### src/common/ccptb_pkg.sv
// Register map, field layout and state types of the timer/compare/capture block
package ccptb_pkg;

  // Printed offsets (not all multiples of four): kept as indices, byte address = 4 * index
  localparam logic [11:0] IDX_TB_LOWER    = 12'h2A0;
  localparam logic [11:0] IDX_TB_UPPER    = 12'h2A2;
  localparam logic [11:0] IDX_PER_LOWER   = 12'h2A4;
  localparam logic [11:0] IDX_PER_UPPER   = 12'h2A6;
  localparam logic [11:0] IDX_PRI_CMP     = 12'h2A8;
  localparam logic [11:0] IDX_SEC_CMP     = 12'h2AC;
  localparam logic [11:0] IDX_CTRL_LOW    = 12'h2B4;
  localparam logic [11:0] IDX_CAP_LOWER   = 12'h2D4;
  localparam logic [11:0] IDX_CAP_UPPER   = 12'h2D6;
  localparam logic [11:0] IDX_STATUS      = 12'h29C;

  // Control field positions
  localparam int CTL_ENABLE    = 15;
  localparam int CTL_HALT_IDLE = 13;
  localparam int CTL_RUN_SLEEP = 12;
  localparam int CTL_RESYNC    = 11;
  localparam int CTL_SRC_HI    = 10;
  localparam int CTL_SRC_LO    = 8;
  localparam int CTL_PS_HI     = 7;
  localparam int CTL_PS_LO     = 6;
  localparam int CTL_WIDE      = 5;
  localparam int CTL_CAPSEL    = 4;
  localparam int CTL_FN_HI     = 3;
  localparam int CTL_FN_LO     = 0;
  localparam int STAT_AVAIL    = 0;
  localparam int STAT_OVF      = 1;

  // Count source encodings
  localparam logic [2:0] SRC_EXT_A   = 3'h7;
  localparam logic [2:0] SRC_EXT_B   = 3'h6;
  localparam logic [2:0] SRC_PLL     = 3'h5;
  localparam logic [2:0] SRC_PCLK2X  = 3'h4;
  localparam logic [2:0] SRC_LCELL   = 3'h3;
  localparam logic [2:0] SRC_SECONDARY_OSCILLATOR    = 3'h2;
  localparam logic [2:0] SRC_REFO    = 3'h1;
  localparam logic [2:0] SRC_PCLK    = 3'h0;

  // Prescale encodings and terminal counts (ratio minus one)
  localparam logic [1:0] PS_DIV64 = 2'h3;
  localparam logic [1:0] PS_DIV16 = 2'h2;
  localparam logic [1:0] PS_DIV4  = 2'h1;
  localparam logic [5:0] PS_TC64  = 6'h3F;
  localparam logic [5:0] PS_TC16  = 6'h0F;
  localparam logic [5:0] PS_TC4   = 6'h03;
  localparam logic [5:0] PS_TC1   = 6'h00;

  // Capture modes of the function field, then edge-count terminal values
  localparam logic [3:0] CAP_BOTH_ED  = 4'h0;
  localparam logic [3:0] CAP_RISE     = 4'h1;
  localparam logic [3:0] CAP_FALL     = 4'h2;
  localparam logic [3:0] CAP_BOTH     = 4'h3;
  localparam logic [3:0] CAP_RISE4    = 4'h4;
  localparam logic [3:0] CAP_RISE16   = 4'h5;
  localparam logic [3:0] EDGE_TC4     = 4'h3;
  localparam logic [3:0] EDGE_TC16    = 4'hF;

  localparam int          CAP_DEPTH   = 4;
  localparam logic [15:0] RST_HALF    = 16'h0000;
  localparam logic [1:0]  HTRANS_NSEQ = 2'h2;

  // Bus transaction phase
  typedef enum logic [0:0] {ccptb_idle, ccptb_data} ccptb_phase_t;

  // Clock candidates and power state, carried together
  typedef struct packed {
    logic ext_a;
    logic ext_b;
    logic pll;
    logic pclk2x;
    logic lcell;
    logic secondary_oscillator;
    logic refo;
    logic pclk;
  } ccptb_src_t;

  typedef struct packed {
    logic idle;
    logic sleep;
  } ccptb_pwr_t;

  // Whole state of the block
  typedef struct packed {
    ccptb_phase_t phase;
    logic [11:0]  idx;
    logic         wr;
    logic [15:0]  ctrl;
    logic [31:0]  tb;
    logic [31:0]  per;
    logic [15:0]  pri;
    logic [15:0]  sec;
    logic [127:0] fifo;
    logic [1:0]   rd_ptr;
    logic [2:0]   cnt;
    logic         ovf;
    logic [5:0]   ps;
    logic [3:0]   edges;
    logic [7:0]   s1;
    logic [7:0]   s2;
    logic [7:0]   s3;
    logic         cap1;
    logic         cap2;
    logic         cap3;
    logic         pri_hit;
    logic         sec_hit;
    logic         avail;
    logic [31:0]  rdata;
  } ccptb_state_t;

endpackage

### src/core/ccptb_top.sv
// Time base, period, compare and capture FIFO unit behind an AHB-Lite slave
// Notes on behaviour
// - Upper count half is a read/write register
// - Lower period half, read/write, resets zero
// - Upper period half, read/write, resets zero
// - Primary compare value matched against count bits 15:0
// - Secondary compare value matched against count bits 15:0
// - Capture low returns oldest entry bits 15:0
// - Capture high returns oldest entry upper
// - Enable bit runs unit, else disabled
// - Halt-in-idle bit stops unit in Idle
// - Run-in-sleep bit keeps unit going asleep
// - Resync bit synchronises count source clock; the code synchronises the source whatever the bit holds
// - Three-bit field picks one of eight sources
// - Prescale divides by 1, 4, 16, 64
// - Wide select uses 32-bit count else 16
// - Capture path select picks capture or compare
// - Data-available flag follows FIFO non-empty
//
// Local design decision: the AHB-Lite slave port.
`timescale 1ns/1ps
module ccptb_top
  import ccptb_pkg::*;
(
  // Clock and reset
  input  wire logic                   hclk,
  input  wire logic                   hresetn,
  // AHB-Lite slave
  input  wire logic                   hsel,
  input  wire logic [31:0]            haddr,
  input  wire logic [1:0]             htrans,
  input  wire logic                   hwrite,
  input  wire logic [2:0]             hsize,
  input  wire logic [31:0]            hwdata,
  input  wire logic                   hready,
  output logic                        hreadyout,
  output logic                        hresp,
  output logic [31:0]                 hrdata,
  // Count sources and capture pin, asynchronous
  input  wire ccptb_pkg::ccptb_src_t  count_sources,
  input  wire logic                   capture_in,
  // Device power state
  input  wire ccptb_pkg::ccptb_pwr_t  power_state,
  // Compare and status outputs
  output logic                        primary_match,
  output logic                        secondary_match,
  output logic                        capture_data_available
);
  import ccptb_pkg::*;

  ccptb_state_t q, d;                 // Registered state and its next value
  logic         req;                  // Address phase accepted
  logic         run;                  // Unit counting this cycle
  logic         tick;                 // Rising edge of the selected source, prescaler input
  logic         src_now, src_old;     // Selected count source, now and last
  logic         rise, fall, cap_ev;   // Capture pin edges and event
  logic [31:0]  wide_tb;              // Count limited to the selected width
  logic [31:0]  wide_per;             // Period limited likewise
  logic [31:0]  wv;                   // Write data of the data phase
  logic [5:0]   ps_tc;                // Prescaler terminal count
  logic [1:0]   wr_ptr;               // FIFO write slot

  // Pick one synchronised source bit by select code
  function automatic logic pick_src(input logic [7:0] v, input logic [2:0] sel);
    pick_src = v[sel];
  endfunction

  assign req = hsel && hready && (htrans == HTRANS_NSEQ) && (hsize == 3'h2);

  // Outputs: ready and response tied off, the rest from flip-flops
  assign hreadyout              = 1'b1;
  assign hresp                  = 1'b0;
  assign hrdata                 = q.rdata;
  assign primary_match          = q.pri_hit;
  assign secondary_match        = q.sec_hit;
  assign capture_data_available = q.avail;

  // Combinational datapath and next state
  always_comb
  begin
    d   = q;
    wv  = hwdata;
    // Sources pass two flops; third stage only for edge detection
    d.s1 = count_sources;
    d.s2 = q.s1;
    d.s3 = q.s2;
    d.cap1 = capture_in;
    d.cap2 = q.cap1;
    d.cap3 = q.cap2;
    // Unit runs when enabled and the power state allows it
    run = q.ctrl[CTL_ENABLE]
          && !(power_state.idle && q.ctrl[CTL_HALT_IDLE])
          && !(power_state.sleep && !q.ctrl[CTL_RUN_SLEEP]);
    // Rising edge of the chosen source; resync off still samples, since one clock
    src_now = pick_src(q.s2, q.ctrl[CTL_SRC_HI:CTL_SRC_LO]);
    src_old = pick_src(q.s3, q.ctrl[CTL_SRC_HI:CTL_SRC_LO]);
    // Unsynchronised mode uses the same second-stage rising-edge detect; both cost two cycles
    tick = q.ctrl[CTL_RESYNC] ? (src_now && !src_old) : (src_now && !src_old);
    case (q.ctrl[CTL_PS_HI:CTL_PS_LO])
      PS_DIV64: ps_tc = PS_TC64;
      PS_DIV16: ps_tc = PS_TC16;
      PS_DIV4:  ps_tc = PS_TC4;
      default:  ps_tc = PS_TC1;
    endcase
    wide_tb  = q.ctrl[CTL_WIDE] ? q.tb  : {16'h0000, q.tb[15:0]};
    wide_per = q.ctrl[CTL_WIDE] ? q.per : {16'h0000, q.per[15:0]};
    // Time base with period rollover
    if (run && tick)
    begin
      if (q.ps >= ps_tc)
      begin
        d.ps = 6'h00;
        // Rollover in 16-bit mode clears only the low half; upper stays frozen
        if (wide_tb >= wide_per && q.ctrl[CTL_WIDE])
          d.tb = 32'h0000_0000;
        else if (wide_tb >= wide_per)
          d.tb[15:0] = 16'h0000;
        else if (q.ctrl[CTL_WIDE])
          d.tb = q.tb + 32'h0000_0001;
        else
          d.tb = {q.tb[31:16], q.tb[15:0] + 16'h0001};
      end
      else
        d.ps = q.ps + 6'h01;
    end
    else if (!q.ctrl[CTL_ENABLE])
      d.ps = 6'h00;
    // Compare matches, only on the compare path
    d.pri_hit = run && !q.ctrl[CTL_CAPSEL] && (wide_tb[15:0] == q.pri);
    d.sec_hit = run && !q.ctrl[CTL_CAPSEL] && (wide_tb[15:0] == q.sec);
    // Capture edge qualification by function field
    rise   = q.cap2 && !q.cap3;
    fall   = !q.cap2 && q.cap3;
    cap_ev = 1'b0;
    if (run && q.ctrl[CTL_CAPSEL])
    begin
      case (q.ctrl[CTL_FN_HI:CTL_FN_LO])
        CAP_BOTH_ED, CAP_BOTH: cap_ev = rise || fall;
        CAP_RISE:              cap_ev = rise;
        CAP_FALL:              cap_ev = fall;
        CAP_RISE4:
        begin
          if (rise) d.edges = (q.edges >= EDGE_TC4) ? 4'h0 : q.edges + 4'h1;
          cap_ev = rise && (q.edges >= EDGE_TC4);
        end
        CAP_RISE16:
        begin
          if (rise) d.edges = (q.edges == EDGE_TC16) ? 4'h0 : q.edges + 4'h1;
          cap_ev = rise && (q.edges == EDGE_TC16);
        end
        default:               cap_ev = 1'b0;
      endcase
    end
    // FIFO push; a full FIFO drops the capture and marks overflow
    wr_ptr = q.rd_ptr + q.cnt[1:0];
    if (cap_ev)
    begin
      if (q.cnt == 3'(CAP_DEPTH))
        d.ovf = 1'b1;
      else
      begin
        d.fifo[wr_ptr*32 +: 32] = wide_tb;
        d.cnt = q.cnt + 3'h1;
      end
    end
    // Bus address phase
    if (req)
    begin
      d.phase = ccptb_data;
      d.idx   = haddr[13:2];
      d.wr    = hwrite;
    end
    else
      d.phase = ccptb_idle;
    // Read data registered at the address phase
    d.rdata = 32'h0000_0000;
    if (req && !hwrite)
    begin
      if (haddr[13:2] == IDX_TB_LOWER)       d.rdata[15:0] = q.tb[15:0];
      else if (haddr[13:2] == IDX_TB_UPPER)  d.rdata[15:0] = q.tb[31:16];
      else if (haddr[13:2] == IDX_PER_LOWER) d.rdata[15:0] = q.per[15:0];
      else if (haddr[13:2] == IDX_PER_UPPER) d.rdata[15:0] = q.per[31:16];
      else if (haddr[13:2] == IDX_PRI_CMP)   d.rdata[15:0] = q.pri;
      else if (haddr[13:2] == IDX_SEC_CMP)   d.rdata[15:0] = q.sec;
      else if (haddr[13:2] == IDX_CTRL_LOW)  d.rdata[15:0] = q.ctrl;
      else if (haddr[13:2] == IDX_CAP_LOWER)
        d.rdata[15:0] = q.fifo[q.rd_ptr*32 +: 16];
      else if (haddr[13:2] == IDX_CAP_UPPER)
        d.rdata[15:0] = q.fifo[q.rd_ptr*32 + 16 +: 16];
      else if (haddr[13:2] == IDX_STATUS)
        d.rdata[15:0] = {14'h0000, q.ovf, q.cnt != 3'h0};
      // Reading the upper capture half pops the entry
      if (haddr[13:2] == IDX_CAP_UPPER && q.cnt != 3'h0)
      begin
        d.rd_ptr = q.rd_ptr + 2'h1;
        d.cnt    = d.cnt - 3'h1;
      end
    end
    // Write in the data phase
    if (q.phase == ccptb_data && q.wr)
    begin
      if (q.idx == IDX_TB_LOWER)       d.tb[15:0]  = wv[15:0];
      else if (q.idx == IDX_TB_UPPER)  d.tb[31:16] = wv[15:0];
      else if (q.idx == IDX_PER_LOWER) d.per[15:0]  = wv[15:0];
      else if (q.idx == IDX_PER_UPPER) d.per[31:16] = wv[15:0];
      else if (q.idx == IDX_PRI_CMP)   d.pri = wv[15:0];
      else if (q.idx == IDX_SEC_CMP)   d.sec = wv[15:0];
      else if (q.idx == IDX_CTRL_LOW)  d.ctrl = wv[15:0] & 16'hBFFF;
      // Overflow clears on status write of zero; a fresh overflow wins
      else if (q.idx == IDX_STATUS && !wv[STAT_OVF] && !(cap_ev && q.cnt == 3'(CAP_DEPTH)))
        d.ovf = 1'b0;
    end
    d.avail = (d.cnt != 3'h0);
  end

  // State register
  always_ff @(posedge hclk or negedge hresetn)
  begin
    if (!hresetn)
      q <= '0;
    else
      q <= d;
  end

  // Upper count half reads back what was written, zero after reset
  tb_upper_rw_a: assert property (@(posedge hclk) disable iff (!hresetn)
    (req && hwrite && haddr[13:2] == IDX_TB_UPPER) ##1 !(run && tick)
      |=> q.tb[31:16] == $past(hwdata[15:0])) else $error("upper count not written");
  per_lower_rw_a: assert property (@(posedge hclk) disable iff (!hresetn)
    (q.phase == ccptb_data && q.wr && q.idx == IDX_PER_LOWER)
      |=> q.per[15:0] == $past(hwdata[15:0])) else $error("period low not written");
  per_upper_rw_a: assert property (@(posedge hclk) disable iff (!hresetn)
    (q.phase == ccptb_data && q.wr && q.idx == IDX_PER_UPPER)
      |=> q.per[31:16] == $past(hwdata[15:0])) else $error("period high not written");
  pri_match_a: assert property (@(posedge hclk) disable iff (!hresetn)
    (run && !q.ctrl[CTL_CAPSEL] && wide_tb[15:0] == q.pri) |=> primary_match)
    else $error("primary match missed");
  sec_match_a: assert property (@(posedge hclk) disable iff (!hresetn)
    secondary_match |-> $past(wide_tb[15:0] == q.sec && !q.ctrl[CTL_CAPSEL]))
    else $error("secondary match false");
  cap_low_a: assert property (@(posedge hclk) disable iff (!hresetn)
    (req && !hwrite && haddr[13:2] == IDX_CAP_LOWER)
      |=> hrdata[15:0] == $past(q.fifo[q.rd_ptr*32 +: 16])) else $error("capture low wrong");
  disabled_hold_a: assert property (@(posedge hclk) disable iff (!hresetn)
    (!q.ctrl[CTL_ENABLE] && !(q.phase == ccptb_data && q.wr)) |=> $stable(q.tb))
    else $error("count moved while disabled");
  idle_halt_a: assert property (@(posedge hclk) disable iff (!hresetn)
    (power_state.idle && q.ctrl[CTL_HALT_IDLE]) |-> !run) else $error("ran in idle");
  sleep_stop_a: assert property (@(posedge hclk) disable iff (!hresetn)
    (power_state.sleep && !q.ctrl[CTL_RUN_SLEEP]) |-> !run) else $error("ran in sleep");
  narrow_hold_a: assert property (@(posedge hclk) disable iff (!hresetn)
    (!q.ctrl[CTL_WIDE] && !(q.phase == ccptb_data && q.wr)) |=> $stable(q.tb[31:16]))
    else $error("upper half moved in 16-bit mode");
  avail_flag_a: assert property (@(posedge hclk) disable iff (!hresetn)
    capture_data_available == (q.cnt != 3'h0)) else $error("available flag wrong");

endmodule // ccptb_top

### config.mk
export PLATFORM = sky130hd
export DESIGN_NAME = ccptb_top
export DESIGN_NICKNAME = d
export VERILOG_FILES = /design/src/common/ccptb_pkg.sv /design/src/core/ccptb_top.sv
export SDC_FILE = /design/constraint.sdc
export NUM_CORES = 1
export LEC_CHECK = 0
export ABC_AREA = 1
export BUFFER_PORTS_ARGS = -buffer_cell sky130_fd_sc_hd__buf_2
export CAP_MARGIN = 5
export CELL_PAD_IN_SITES_DETAIL_PLACEMENT = 1
export CELL_PAD_IN_SITES_GLOBAL_PLACEMENT = 1
export CORE_ASPECT_RATIO = 0.8
export CORE_UTILIZATION = 45
export DETAILED_ROUTE_END_ITERATION = 16
export PLACE_DENSITY_LB_ADDON = 0.15
export SLEW_MARGIN = 25
export SYNTH_ARGS = -nofsm -noshare
export SYNTH_HDL_FRONTEND = slang
export SYNTH_SLANG_ARGS = --single-unit
### constraint.sdc
create_clock -name hclk -period 3.36 [get_ports hclk]
set_input_delay 1.008 -clock hclk [delete_from_list [all_inputs] [get_ports hclk]]
set_output_delay 1.008 -clock hclk [all_outputs]
set_load 0.005 [all_outputs]
==> qor.log <==
[route] DR vias 18500
[clock_tree] number of buffers created by CTS 36
[cells_and_area] Total Nets Final 2695
[clock_tree] CTS tree yes
[sta] worst setup skew after layout 0.0121 ns
[critical_path] CP Data Required Time 3.82 ns
[hold_path] Min-Delay Path Class flop to flop
[grt] residual overflow from global routing 0
[die] die outline area 0.0416 mm^2
[synthesis] post-synthesis sequential area ratio 42.9%
[route] first-pass iteration count of the detailed router 5
[synthesis] most used flip-flop cell after synthesis sky130_fd_sc_hd__dfrtp_1
[grt] Total GRT Usage 37.2%
[power] post-layout total power 8550 uW
[critical_path] chain of cells forming the critical path nand2_1 -> inv_1 -> ha_1 -> nand2_1 -> inv_1 -> o21ai_0 -> nand2_1 -> a21oi_1 -> o21a_1 -> nand3_1 -> buf_4 -> o21ai_0 -> buf_4 -> nand3_1 -> o21ai_0
[grt] initial antenna violation count 5
[die] Initial Utilization 46.1%
[die] FP Rows 65
[sta] number of hold violations in the final report 0
[synthesis] average size of a mapped cell 7.31 um^2
[sta] final worst path period need 3.09 ns
[clock_tree] Skew-Pair Late Insertion Delay 0.54 ns
[clock_tree] maximum clock path buffer count 3
[route] WL/cell 24.6 um
[power] P_leak 0.0108 uW
[power] relative contribution of combinational cells to total power 6.7%
[clock_tree] clock-pin slew of the registers on the worst-case setup and hold paths 0.06 ns
[critical_path] critical path depth 15
[power] Clk pwr share 47.0%
[grt] global-route wire length before repair 116 mm
[critical_path] crit path buf inv count 4
[route] remaining routing DRC violations 0
[critical_path] worst-path fanout max 13
[route] Post-DRT Antenna Nets 0
[power] share of power burned in registers 46.3%
[synthesis] cells after synthesis 2511
[die] vertical die dimension 183 um
[die] Ports 122
[clock_tree] clk root buf sky130_fd_sc_hd__clkbuf_16
[clock_tree] count of clock tree sinks 315
[clock_tree] cts-stage hold buffer count 0
[cells_and_area] fraction of layout instances using a drive strength above 1 10.3%
[critical_path] Worst Setup EP q[277]
[synthesis] Synth async-reset ratio 100%
[critical_path] Critical Path End Type flop
[sta] unrepaired setup endpoints after global routing false
[placement] detailed placement HPWL 54.8 mm
[critical_path] critical path class flop to flop
[synthesis] yosys synthesis warning count 0
[critical_path] cell class contributing the biggest share of worst-path delay compound AO/OA/AOI/OAI gates
[critical_path] max incr delay on CP 0.56 ns
[sta] measured slew at the worst slew-check pin 0.681 ns
[critical_path] worst setup path startpoint q[307]
[sta] max frequency 0.324 GHz
[critical_path] Worst R2R Path Depth 15
[die] Horiz. Die Dim 228 um
[power] power density over cell area 412 mW/mm^2
[sta] number of slew-limit violations in the final report 0
[route] via density per instance 5.94
[sta] Slew headroom 54.3%
[placement] final weighted congestion of routability-driven global placement 0.928
[sta] final setup TNS 0 ns
[critical_path] Arrival @ worst endpoint 3.54 ns
[status] status complete, no violations
[synthesis] Yosys reg bits 315
[route] Detailed Route Iter0 Violations 1884
[route] final routed wirelength across all metal layers 76.8 mm
[power] switching pwr 2190 uW
[cells_and_area] synthesis-to-layout area growth 12.9%
[power] net switching share of the total power 25.7%
[synthesis] EDFF count, synth 0
[critical_path] Crit-path slowest cell sky130_fd_sc_hd__dfrtp_4
[grt] largest net degree at the start of global routing 64
[grt] number of global-route vias before repair 19000
[clock_tree] depth of the CTS H-tree 2
[sta] period utilisation layout 91.9%
[power] P_int 6350 uW
[die] area of the placeable core 0.0399 mm^2
[synthesis] distinct cell type count of the synthesized netlist 45
[placement] number of input and output port buffers inserted 67
[power] IR drop worst, VDD 0.345 mV
[critical_path] reg2reg setup slack 0.27 ns
[critical_path] launching element type of the critical path flop
[synthesis] cell area after synthesis 0.0184 mm^2
[critical_path] RR Endpoint q[277]
[sta] final setup violating endpoints 0
[critical_path] Critical R2R Launch q[307]
[job] Max Cap Violations 0
==> through the flow <==
stage / std cells / worst slack [ns] / hold WS, ns / utilization, % / area [um^2]
2_1_floorplan: 2527 / 0.393 / 0.331 / - / 18400
3_3_place_gp: 3055 / 0.0527 / 0.333 / 49.0 / 19500
3_5_place_dp: 3055 / -0.0443 / 0.336 / 49.0 / 19500
4_1_cts: 3118 / 0.165 / 0.350 / 51.9 / 20700
5_1_grt: 3119 / 0.0573 / 0.353 / 52.0 / 20700
6_report: 3121 / 0.271 / 0.347 / 52.0 / 20700
==> synth_stat cells (17+ instances only) <==
library cell / instances / area share, %
sky130_fd_sc_hd__buf_2: 17 / 0.46
sky130_fd_sc_hd__o21ai_0: 353 / 9.6
sky130_fd_sc_hd__nand2_1: 555 / 11
sky130_fd_sc_hd__a21oi_1: 142 / 3.9
sky130_fd_sc_hd__clkbuf_1: 122 / 2.5
sky130_fd_sc_hd__xor2_1: 28 / 1.3
sky130_fd_sc_hd__dfrtp_1: 315 / 43
sky130_fd_sc_hd__nor3_1: 59 / 1.6
sky130_fd_sc_hd__nor2_1: 183 / 3.7
sky130_fd_sc_hd__buf_4: 34 / 1.4
sky130_fd_sc_hd__o21ai_1: 29 / 0.79
sky130_fd_sc_hd__ha_1: 52 / 3.5
sky130_fd_sc_hd__nand4_1: 57 / 1.9
sky130_fd_sc_hd__nand3_1: 172 / 4.7
sky130_fd_sc_hd__inv_1: 288 / 5.9
==> routing by layer <==
layer / track usage [%] / vias up / part of all wire (%)
li1: - / 8236 / -
met1: 50.4 / 9278 / 42
met2: 56.9 / 837 / 44
met3: 8.89 / 185 / 10
met4: 15.9 / 0 / 4.3
met5: 0 / - / 0
==> power by group through the flow <==
stage	clock [uW]	combinational, uW	sequential, uW
global route	4200	631	3960
CTS	4060	565	3950
finish	4020	574	3950
global placement	0	539	4010
floorplan	0	282	3980
detailed placement	0	558	4020
==> layout by cell type, fill, tap and decap left out, drive strengths merged, types with 4 or more instances in the layout <==
| cell | netlist | routed |
|---|---|---|
| a221oi | 4 | 4 |
| nand4 | 57 | 57 |
| o21ai | 382 | 382 |
| ha | 52 | 52 |
| a21oi | 142 | 142 |
| conb | 2 | 18 |
| o22ai | 13 | 13 |
| clkinv | 2 | 12 |
| a22oi | 5 | 5 |
| or2 | 14 | 14 |
| nand3b | 6 | 6 |
| inv | 289 | 289 |
| xnor2 | 15 | 15 |
| dfrtp | 315 | 315 |
| nor3 | 61 | 61 |
| xor2 | 28 | 28 |
| nor4 | 7 | 7 |
| nand3 | 173 | 173 |
| o221ai | 5 | 5 |
| buf | 61 | 176 |
| nand2 | 555 | 555 |
| clkbuf | 122 | 50 |
| nor2 | 188 | 188 |
==> state kept, by name (all words and copies together) (netlist names) <==
signal / flops
q: 278
hrdata: 16
primary_match: 1
d: 18
secondary_match: 1
capture_data_available: 1
==> cells by family after synthesis <==
logic type | Yosys count | share of synthesized area (%)
AND/OR/NAND/NOR | 1065 | 24.9
AO/OA/AOI/OAI | 560 | 15.8
buffers and inverters | 474 | 10.7
flip-flops | 315 | 42.9
adder cells (fa/ha/maj) | 52 | 3.54
XOR/XNOR | 43 | 2.05
other | 2 | 0.0409
==> worst min path at each step <==
stage | start | to | slack [ns] | cells past startpoint
after detailed placement | d[50] | d[42] | 0.34 | 0
after global placement | d[50] | d[42] | 0.33 | 0
after floorplan | d[36] | d[35] | 0.33 | 0
after global routing | d[50] | d[42] | 0.35 | 0
after CTS | d[50] | d[42] | 0.35 | 0
final | d[50] | d[42] | 0.35 | 0
==> cell type report <==
class / count / area [um^2]
Timing Repair Buffer: 176 / 1310
Inverter: 291 / 1090
Tap cell: 536 / 671
Clock buffer: 50 / 1040
Sequential cell: 315 / 7890
Fill cell: 5110 / 19100
Clock inverter: 13 / 121
Multi-Input combinational cell: 1738 / 8590
Antenna cell: 2 / 5.00
==> worst reg2reg max path: stages, from the launching register on <==
cell	delay, ns
sky130_fd_sc_hd__dfrtp_4	0.56
sky130_fd_sc_hd__nand2_1	0.26
sky130_fd_sc_hd__inv_1	0.22
sky130_fd_sc_hd__ha_1	0.35
sky130_fd_sc_hd__nand2_1	0.07
sky130_fd_sc_hd__inv_1	0.05
sky130_fd_sc_hd__o21ai_0	0.07
sky130_fd_sc_hd__nand2_1	0.07
sky130_fd_sc_hd__a21oi_1	0.16
sky130_fd_sc_hd__o21a_1	0.25
sky130_fd_sc_hd__nand3_1	0.10
sky130_fd_sc_hd__buf_4	0.19
sky130_fd_sc_hd__o21ai_0	0.30
sky130_fd_sc_hd__buf_4	0.18
sky130_fd_sc_hd__nand3_1	0.08
sky130_fd_sc_hd__o21ai_0	0.09
==> repair_timing <==
item | CTS | global route
setup endpoints to repair | 0 | 23
setup buffers | 0 | 1
resized for setup | 0 | 5
Power figures use the tool's default switching activity.
